`config.mk`:
```
export PLATFORM = sky130hd
export DESIGN_NAME = sarcc_top
export DESIGN_NICKNAME = d
export VERILOG_FILES = /design/src/inc/sarcc_pkg.sv /design/src/core/sarcc_top.sv
export SDC_FILE = /design/constraint.sdc
export NUM_CORES = 1
export LEC_CHECK = 0
export ABC_AREA = 1
export BUFFER_PORTS_ARGS = -buffer_cell sky130_fd_sc_hd__clkbuf_2
export CORE_MARGIN = 2
export CORE_UTILIZATION = 30
export CTS_CLUSTER_DIAMETER = 40
export DETAILED_ROUTE_END_ITERATION = 16
export RECOVER_POWER = 25
export SLEW_MARGIN = 20
export SYNTH_ARGS = -nofsm -noshare
export SYNTH_HDL_FRONTEND = slang
export SYNTH_SLANG_ARGS = --single-unit
export TNS_END_PERCENT = 50
```
`constraint.sdc`:
```
create_clock -name i_sys_clk -period 3.12 [get_ports i_sys_clk]
set_clock_uncertainty 0.1 [all_clocks]
set_input_delay 0.312 -clock i_sys_clk [delete_from_list [all_inputs] [get_ports i_sys_clk]]
set_output_delay 0.312 -clock i_sys_clk [all_outputs]
set_load 0.05 [all_outputs]
```
`src/inc/sarcc_pkg.sv`:
```
// Shared types and constants for the SAR conversion control block
package sarcc_pkg;
  // ==========================================
  // Timing
  localparam int CLK_NS = 50;
  localparam int T_ACQ_NS = 1000;
  localparam int T_APER_NS = 50;
  localparam int T_SAMPLE_NS = 4000;
  localparam int ACQ_CYC = (T_ACQ_NS + CLK_NS - 1) / CLK_NS;
  localparam int APER_CYC = (T_APER_NS + CLK_NS - 1) / CLK_NS;
  localparam int SAMPLE_CYC = T_SAMPLE_NS / CLK_NS;
  localparam int STEP_DIV = 3;
  localparam int RES_BITS = 16;
  localparam int CFG_BITS = 3;
  // ==========================================
  // Codes
  localparam logic [15:0] CODE_MSB = 16'h8000;
  localparam logic [15:0] CODE_ONES = 16'hFFFF;
  localparam logic [15:0] CODE_ZERO = 16'h0000;
  localparam logic [15:0] CODE_LSB = 16'h0001;
  localparam logic [15:0] TWOS_MAX = 16'h7FFF;
  localparam logic [15:0] TWOS_MIN = 16'h8000;
  // ==========================================
  // Configuration word: serial order ten, bipolar, coding
  typedef struct packed {
    logic ten;
    logic bipolar;
    logic coding_select; // 1 = straight binary, 0 = twos complement
  } sarcc_cfg_t;
  localparam sarcc_cfg_t CFG_RST = 3'h1;
  // Pins that cross into the clock domain
  typedef struct packed {
    logic conversion_start_n;
    logic coding_select;
    logic interface_select;
    logic config_source_select;
    logic ten;
    logic bipolar;
    logic cfg_sclk;
    logic cfg_sdin;
    logic cfg_cs_n;
    logic comp_above;
    logic over_pos;
    logic over_neg;
  } sarcc_pins_t;
  localparam sarcc_pins_t PINS_RST = 12'h808;
  typedef enum logic [3:0] {
    ST_ACQ = 4'h1,
    ST_APER = 4'h2,
    ST_CONV = 4'h4,
    ST_CODE = 4'h8
  } sarcc_state_t;
endpackage

```
`src/core/sarcc_top.sv`:
```
// SAR conversion control: sequencing, bit decisions and output coding
`timescale 1ns/1ps
`default_nettype none
module sarcc_top (
  input wire logic i_sys_clk,
  input wire logic i_rst_n,
  input wire sarcc_pkg::sarcc_pins_t i_pins,
  output logic o_busy,
  output logic o_pos_sample_switch,
  output logic o_neg_sample_switch,
  output logic [15:0] o_dac_code,
  output sarcc_pkg::sarcc_cfg_t o_cfg_applied,
  output logic [15:0] o_result_code,
  output logic o_result_valid
);
  import sarcc_pkg::*;

  // ==========================================
  // Pin synchronisers
  sarcc_pins_t sync1_reg;
  sarcc_pins_t pins_reg;
  sarcc_pins_t pins_d_reg;
  always_ff @(posedge i_sys_clk or negedge i_rst_n)
  begin
    if (!i_rst_n)
    begin
      sync1_reg <= PINS_RST;
      pins_reg <= PINS_RST;
      pins_d_reg <= PINS_RST;
    end
    else
    begin
      sync1_reg <= i_pins;
      pins_reg <= sync1_reg;
      pins_d_reg <= pins_reg;
    end
  end

  logic start_fall;
  logic sclk_rise;
  logic cs_rise;
  assign start_fall = pins_d_reg.conversion_start_n
    && !pins_reg.conversion_start_n;
  assign sclk_rise = pins_reg.cfg_sclk && !pins_d_reg.cfg_sclk;
  assign cs_rise = pins_reg.cfg_cs_n && !pins_d_reg.cfg_cs_n;

  // ==========================================
  // Write-only serial configuration register
  logic [CFG_BITS-1:0] shift_reg;
  logic [2:0] shift_cnt_reg;
  sarcc_cfg_t cfg_reg;
  always_ff @(posedge i_sys_clk or negedge i_rst_n)
  begin
    if (!i_rst_n)
    begin
      shift_reg <= '0;
      shift_cnt_reg <= '0;
      cfg_reg <= CFG_RST;
    end
    else if (pins_reg.cfg_cs_n)
    begin
      // Short frames are dropped, not half applied
      if (cs_rise && shift_cnt_reg == 3'(CFG_BITS))
        cfg_reg <= shift_reg;
      shift_cnt_reg <= '0;
    end
    else if (sclk_rise)
    begin
      shift_reg <= {shift_reg[CFG_BITS-2:0], pins_reg.cfg_sdin};
      if (shift_cnt_reg != 3'(CFG_BITS))
        shift_cnt_reg <= shift_cnt_reg + 3'h1;
    end
  end

  // ==========================================
  // Configuration source selection
  logic sw_mode;
  sarcc_cfg_t cfg_sel;
  assign sw_mode = pins_reg.interface_select
    && !pins_reg.config_source_select;
  always_comb
  begin
    if (sw_mode)
      cfg_sel = cfg_reg;
    else
      cfg_sel = '{ten: pins_reg.ten, bipolar: pins_reg.bipolar,
        coding_select: pins_reg.coding_select};
  end

  // ==========================================
  // Sequencer
  sarcc_state_t state_reg;
  logic [7:0] cnt_reg;
  logic [1:0] step_div_reg;
  logic step_en;
  logic [15:0] trial_reg;
  logic [15:0] mask_reg;
  logic acq_done;
  logic start_acc;
  assign acq_done = cnt_reg >= 8'(ACQ_CYC);
  assign start_acc = (state_reg == ST_ACQ) && acq_done
    && start_fall;
  assign step_en = step_div_reg == 2'(STEP_DIV - 1);

  always_ff @(posedge i_sys_clk or negedge i_rst_n)
  begin
    if (!i_rst_n)
      state_reg <= ST_ACQ;
    else
    begin
      unique case (state_reg)
        ST_ACQ:
          if (start_acc)
            state_reg <= ST_APER;
        ST_APER:
          if (cnt_reg >= 8'(APER_CYC - 1))
            state_reg <= ST_CONV;
        ST_CONV:
          if (step_en && mask_reg == CODE_LSB)
            state_reg <= ST_CODE;
        ST_CODE:
          state_reg <= ST_ACQ;
      endcase
    end
  end

  // Shared phase counter, cleared on every state change except the one into ST_CODE
  always_ff @(posedge i_sys_clk or negedge i_rst_n)
  begin
    if (!i_rst_n)
      cnt_reg <= '0;
    else if (start_acc || state_reg == ST_CODE
      || (state_reg == ST_APER && cnt_reg >= 8'(APER_CYC - 1)))
      cnt_reg <= '0;
    else if (cnt_reg != 8'hFF)
      cnt_reg <= cnt_reg + 8'h01;
  end

  // Bit step enable; three cycles cover DAC settle plus sync delay
  always_ff @(posedge i_sys_clk or negedge i_rst_n)
  begin
    if (!i_rst_n)
      step_div_reg <= '0;
    else if (state_reg != ST_CONV || step_en)
      step_div_reg <= '0;
    else
      step_div_reg <= step_div_reg + 2'h1;
  end

  // ==========================================
  // Successive approximation
  logic [15:0] trial_next;
  always_comb
  begin
    // Keep the bit when input is at or above the trial level
    trial_next = (pins_reg.comp_above ? trial_reg
      : (trial_reg & ~mask_reg)) | (mask_reg >> 1);
  end

  // DAC loads with the trial, so the comparator has the whole step
  always_ff @(posedge i_sys_clk or negedge i_rst_n)
  begin
    if (!i_rst_n)
    begin
      trial_reg <= CODE_MSB;
      mask_reg <= CODE_MSB;
      o_dac_code <= CODE_MSB;
    end
    else if (state_reg == ST_APER)
    begin
      trial_reg <= CODE_MSB;
      mask_reg <= CODE_MSB;
      o_dac_code <= CODE_MSB;
    end
    else if (state_reg == ST_CONV && step_en)
    begin
      trial_reg <= trial_next;
      mask_reg <= mask_reg >> 1;
      o_dac_code <= trial_next;
    end
  end

  // ==========================================
  // Configuration tracked for the first ACQ_CYC cycles of acquisition, then frozen
  // Tracking, not a single sample, keeps sync reset values out
  always_ff @(posedge i_sys_clk or negedge i_rst_n)
  begin
    if (!i_rst_n)
      o_cfg_applied <= CFG_RST;
    else if (state_reg == ST_ACQ && !acq_done)
      o_cfg_applied <= cfg_sel;
  end

  // ==========================================
  // Output coding with saturation
  logic [15:0] bin_code;
  always_comb
  begin
    if (pins_reg.over_pos)
      bin_code = CODE_ONES;
    else if (pins_reg.over_neg)
      bin_code = CODE_ZERO;
    else
      bin_code = trial_reg;
  end

  always_ff @(posedge i_sys_clk or negedge i_rst_n)
  begin
    if (!i_rst_n)
    begin
      o_result_code <= CODE_ZERO;
      o_result_valid <= 1'b0;
    end
    else
    begin
      o_result_valid <= state_reg == ST_CODE;
      if (state_reg == ST_CODE)
        o_result_code <= o_cfg_applied.coding_select ? bin_code
          : bin_code ^ CODE_MSB;
    end
  end

  // ==========================================
  // Busy and sample switches
  always_ff @(posedge i_sys_clk or negedge i_rst_n)
  begin
    if (!i_rst_n)
      o_busy <= 1'b0;
    else if (start_acc)
      o_busy <= 1'b1;
    else if (state_reg == ST_CODE)
      o_busy <= 1'b0;
  end

  assign o_pos_sample_switch = state_reg == ST_ACQ
    || state_reg == ST_APER;
  assign o_neg_sample_switch = o_pos_sample_switch;

  // ==========================================
  // Checks
  localparam int BUSY_MAX = SAMPLE_CYC - ACQ_CYC;
  logic [7:0] busy_cnt_reg;
  always_ff @(posedge i_sys_clk or negedge i_rst_n)
  begin
    if (!i_rst_n)
      busy_cnt_reg <= '0;
    else if (!o_busy)
      busy_cnt_reg <= '0;
    else if (busy_cnt_reg != 8'hFF)
      busy_cnt_reg <= busy_cnt_reg + 8'h01;
  end
endmodule // sarcc_top
`default_nettype wire

```
==> flow_metrics.env, run 1 <==
export IMPL_route_vias_total=3101
export IMPL_power_density_mw_per_mm2=543
export IMPL_drive_gt1_share_pct=17.1
export IMPL_met3_length_um=311
export IMPL_ys_flop_type="dfrtp_1"
export IMPL_ys_warn_count=0
export IMPL_route_detailed_drc=0
export IMPL_overflow=0
export IMPL_cts_sinks=103
export IMPL_critical_path_max_stage_delay_ns=0.41
export IMPL_placed_cell_area_sq_mm=0.00458
export IMPL_multi_input_area_sq_mm=0.00128
export IMPL_drtAntennaViolNets=0
export IMPL_critical_path_slowest_cell="dfrtp_1"
export IMPL_hold_viol_final=0
export IMPL_synth_top_cells_by_count="nand2_1 (136), dfrtp_1 (92), inv_1 (46)"
export IMPL_final_net_count=535
export IMPL_numCtsBuffers=9
export IMPL_syn_nets=469
export IMPL_yosysTopAreaCellShare_pct=55.7
export IMPL_dr_pass1_iters=7
export IMPL_yosysMostFrequentCell="nand2_1"
export IMPL_clk_path_buf_depth=2
export IMPL_fill_cells=1350
export IMPL_synth_area_leaders="dfrtp_1 (56%), nand2_1 (12%), dfstp_2 (7.0%)"
export IMPL_hold_class="reg2reg"
export IMPL_initial_core_util_pct=31.0
export IMPL_synth_edf_count=0
export IMPL_cap_violations=0
export IMPL_ys_ff_latch=103
export IMPL_numPortBuffers=52
export IMPL_antenna_found_initial=0
export IMPL_arrival_ns=1.65
export IMPL_top_layer="met4"
export IMPL_ctsResizeCount=0
export IMPL_syn_avg_cell_area_sq_um=9.18
export IMPL_power_leakage_nw=2.68
export IMPL_ys_async_sr_fraction_pct=100
export IMPL_run_status="complete, no violations"
export IMPL_drt_iter0_markers=207
export IMPL_die_w_um=121
export IMPL_vias_per_cell=4.45
export IMPL_clk_latency_ns=0.35
export IMPL_drt_met1_wl_mm=4.32
export IMPL_irDropWorstVdd_uv=192
export IMPL_yosys_area_top_type="dfrtp_1"
export IMPL_cts_htree_levels=3
export IMPL_fin_setup_tns_ns=0
export IMPL_maxSlewHeadroom_pct=7.66
export IMPL_clkTransAtPathRegs_ns=0.07
export IMPL_die_area_sq_mm=0.0147
export IMPL_startpoint_type="flip-flop"
export IMPL_grt_max_degree=104
export IMPL_clockRootBuffer="clkbuf_16"
export IMPL_ys_types=27
export IMPL_syn2layout_area_growth_pct=21.1
export IMPL_period_share_pct=66.1
export IMPL_cp_cell_sequence="nor2_1 > nand2_2 > nand2_1 > clkbuf_2"
export IMPL_worst_path_max_fanout=16
export IMPL_cts_tree="built"
export IMPL_tightest_slew_ns=1.39
export IMPL_wl_met2_mm=3.97
export IMPL_diodes=0
export IMPL_final_min_clock_period_ns=2.06
export IMPL_grt_pass1_vias=3079
export IMPL_rows=42
export IMPL_groute_usage_overall_pct=12.9
export IMPL_routabilityCongestion=0.838
export IMPL_endpoint_kind="output pin"
export IMPL_whs_ns=0.250
export IMPL_die_h_um=121
export IMPL_grt_pass1_wl_mm=15.0
export IMPL_ios=53
export IMPL_dp_hpwl_mm=5.94
export IMPL_register_area_sq_mm=0.00259
export IMPL_required_ns=2.71
export IMPL_syn_inst=450
export IMPL_critPathKind="reg2out"
export IMPL_ys_seq_area_share_pct=62.7
export IMPL_core_area_sq_mm=0.0133
export IMPL_setup_viol=0
export IMPL_rsz0062_at_grt="false"
export IMPL_routed_wl_mm=8.74
export IMPL_netlist_area_sq_mm=0.00413
export IMPL_wire_per_inst_um=12.5
export IMPL_slew_viol_final=0
export IMPL_timing_fmax_mhz=485
export IMPL_design_area_sq_mm=0.00500
-- final cells by class --
type	instances	area share, %
sequential	103	51.8
timing repair buffer	67	8.13
clock buffer	9	4.50
tap	176	4.40
multi-input combinational	285	25.7
clock inverter	7	1.73
inverter	50	3.78
-- metal layers --
metal	vias up	GRT usage [%]
met5	-	0
met4	0	4.60
met3	9	3.34
met2	61	19.1
met1	1486	18.2
li1	1545	-
-- power breakdown --
group          internal (mW)  total (mW)  leakage, nW  switching [mW]
Sequential              1.38        1.40         1.27          0.0254
Combinational         0.0432       0.145         1.26           0.102
Clock                  0.641        1.17        0.150           0.526
Total                   2.06        2.72         2.68           0.653
-- through the flow --
stage / utilization (%) / setup slack, ns / total power [mW] / std cells
floorplan: - / 1.06 / 1.50 / 450
global placement: 34.3 / 1.37 / 1.57 / 668
detailed placement: 34.3 / 1.32 / 1.57 / 668
CTS: 37.6 / 1.03 / 2.76 / 697
global route: 37.5 / 0.900 / 2.83 / 697
finish: 37.5 / 1.06 / 2.72 / 697
-- path summary, 6_finish.rpt --
kind	from	endpoint	slack, ns	depth (start not counted)
min reg2reg	sync1_reg[2]	pins_reg[2]	0.25	0
max	state_reg[3]	o_neg_sample_switch	1.06	4
min	sync1_reg[2]	pins_reg[2]	0.25	0
max in group asynchronous	i_rst_n	mask_reg[14]	1.18	3
min in group asynchronous	i_rst_n	shift_reg[2]	0.81	3
max reg2reg	step_div_reg[0]	trial_reg[3]	1.28	7
-- layout by cell type, fill, tap and decap left out, drive strengths merged, types with 3 or more instances in the layout --
master and count:
nor3 6, xor2 3, clkbuf 62, o21ai 47, nor2 42, inv 53, dlygate4sd3 13, a21oi 10
dfstp 11, ha 5, nand3 24, dfrtp 92, nand2 139, nand4 4
-- what timing repair did --
item	4_1_cts	5_1_grt
hold buffers	13	0
hold endpoints to repair	104	0
buffers inserted	0	0
-- cells by family after synthesis --
| group | count (synthesis) | synth area share [%] |
|---|---|---|
| adders and majority gates | 5 | 1.51 |
| xor gates and xnor gates | 4 | 0.848 |
| buffers and inverters | 62 | 6.15 |
| DFF | 103 | 62.7 |
| AOI/OAI and AO/OA | 61 | 7.63 |
| and+or+nand+nor | 215 | 21.2 |
-- critical path: cells and delay by family, from the launching register on --
| family | cells | cell delay, ns |
|---|---|---|
| and+or+nand+nor | 3 | 0.60 |
| DFF | 1 | 0.41 |
| buffers and inverters | 1 | 0.29 |
No activity file was read; power rests on OpenSTA's default activity.
==> run 2, diff against run 1 <==
Clock period 3.12 ns to 2.1 ns, I/O delays scaled along.
==> flow_metrics.env, run 2 (synthesis results as in run 1) <==
export IMPL_timing_fmax_mhz=505
export IMPL_period_share_pct=94.3
export IMPL_clockPowerShare_pct=40.7
export IMPL_rsz0062_at_grt="false"
export IMPL_clk_path_buf_depth=2
export IMPL_route_vias_total=3067
export IMPL_maxSlewHeadroom_pct=30.2
export IMPL_drtAntennaViolNets=0
export IMPL_startpoint="state_reg[3]"
export IMPL_cts_htree_levels=3
export IMPL_power_density_mw_per_mm2=777
export IMPL_cap_violations=0
export IMPL_final_min_clock_period_ns=1.98
export IMPL_wire_per_inst_um=12.1
export IMPL_arrival_ns=1.67
export IMPL_layout_cells_most_common="nand2_1"
export IMPL_core_area_sq_mm=0.0133
export IMPL_reg2reg_from="state_reg[0]"
export IMPL_grt_pass1_vias=2982
export IMPL_syn2layout_area_growth_pct=21.1
export IMPL_endpoint_kind="output pin"
export IMPL_cts_tree="built"
export IMPL_layout_setup_ws_ns=0.119
export IMPL_fin_setup_tns_ns=0
export IMPL_p_int_mw=2.99
export IMPL_diodes=0
export IMPL_tightest_slew_ns=1.05
export IMPL_worst_path_max_fanout=7
export IMPL_dr_pass1_iters=4
export IMPL_run_status="complete, no violations"
export IMPL_numPortBuffers=52
export IMPL_clkTransAtPathRegs_ns=0.07
export IMPL_fill_cells=1376
export IMPL_slew_viol_final=0
export IMPL_dp_hpwl_mm=6.10
export IMPL_ios=53
export IMPL_routed_wl_mm=8.45
export IMPL_critPathKind="reg2out"
export IMPL_clockRootBuffer="clkbuf_16"
export IMPL_comb_power_share_pct=5.6
export IMPL_route_detailed_drc=0
export IMPL_wl_met2_mm=3.75
export IMPL_groute_usage_overall_pct=12.4
export IMPL_hold_class="reg2reg"
export IMPL_die_h_um=121
export IMPL_antenna_found_initial=0
export IMPL_grt_pass1_wl_mm=14.4
export IMPL_p_sw_mw=0.899
export IMPL_power_switching_share_pct=23.1
export IMPL_power_total_mw=3.89
export IMPL_die_w_um=121
export IMPL_die_area_sq_mm=0.0147
export IMPL_numCtsBuffers=9
export IMPL_vias_per_cell=4.39
export IMPL_clk_latency_ns=0.34
export IMPL_initial_core_util_pct=31.0
export IMPL_top_layer="met4"
export IMPL_hold_viol_final=0
export IMPL_register_area_sq_mm=0.00259
export IMPL_final_net_count=537
export IMPL_multi_input_area_sq_mm=0.00129
export IMPL_startpoint_type="flip-flop"
export IMPL_power_frac_seq_pct=53.6
export IMPL_hp_start="sync1_reg[6]"
export IMPL_required_ns=1.79
export IMPL_rows=42
export IMPL_drt_iter0_markers=220
export IMPL_whs_ns=0.249
export IMPL_power_leakage_nw=2.69
export IMPL_routabilityCongestion=0.851
export IMPL_irDropWorstVdd_uv=336
export IMPL_cts_sinks=103
export IMPL_pre_cts_slack_ns=0.383
export IMPL_overflow=0
export IMPL_met3_length_um=340
export IMPL_drt_met1_wl_mm=4.19
export IMPL_final_cell_mix="nand2_1 (136), dfrtp_1 (92), clkbuf_2 (52)"
export IMPL_drive_gt1_share_pct=17.6
export IMPL_grt_max_degree=44
export IMPL_setup_viol=0
-- run 2: changes by cell type in the layout (fill, tap and decap cells not counted), moves of 2 or more --
cell	before	now
clkbuf_8	0	2
buf_4	1	3
clkbuf_4	2	0
clkinv_2	1	3
inv_8	2	0
clkbuf_2	50	52
-- run 2: critical path: stages, from the launching register on --
cell	delay [ns]
dfrtp_1	0.41
nor2_1	0.19
nand3_1	0.24
nand2_1	0.20
clkbuf_2	0.30
-- run 2: power groups by stage --
stage                     clock, mW  sequential, mW  combinational [mW]
after floorplan                   0            2.16              0.0679
after global placement            0            2.12               0.203
after detailed placement          0            2.12               0.206
after CTS                      1.63            2.09               0.225
after global routing           1.70            2.09               0.251
final                          1.59            2.09               0.219
-- run 2: per-layer routing --
layer | up-vias | global-route usage, %
li1 | 1550 | -
met1 | 1447 | 17.5
met2 | 58 | 18.5
met3 | 12 | 2.11
met4 | 0 | 6.32
met5 | - | 0
-- run 2: worst paths after layout --
| check | slack [ns] | depth (start not counted) | endpoint |
|---|---|---|---|
| max in group asynchronous | 0.46 | 3 | trial_reg[10] |
| setup reg to reg | 0.37 | 6 | cnt_reg[7] |
| min in group asynchronous | 0.51 | 2 | shift_reg[0] |
| hold reg to reg | 0.25 | 0 | pins_reg[6] |
| hold / removal | 0.25 | 0 | pins_reg[6] |
| setup / recovery | 0.12 | 4 | o_neg_sample_switch |
-- run 2: cell type report --
| cell class | instances | share of cell area, % |
|---|---|---|
| Timing Repair Buffer | 69 | 8.65 |
| Tap cell | 176 | 4.40 |
| Clock buffer | 12 | 5.13 |
| Inverter | 50 | 3.77 |
| Sequential cell | 103 | 51.8 |
| Multi-Input combinational cell | 285 | 25.7 |
| Clock inverter | 4 | 0.550 |
-- run 2: what timing repair did --
item / 4_1_cts / 5_1_grt
resized for setup: 0 / 0
endpoints found under the hold margin: 49 / 0
setup buffers: 0 / 0
endpoints found under the setup margin: 0 / 0
hold buffers: 13 / 0
-- run 2: per-stage QoR --
step / util (%) / instance area (sq um) / instances
5_1_grt: 37.5 / 5000 / 699
6_report: 37.5 / 5000 / 699
4_1_cts: 37.5 / 5010 / 699
3_3_place_gp: 34.4 / 4590 / 670
2_1_floorplan: - / 4130 / 450
3_5_place_dp: 34.4 / 4590 / 670
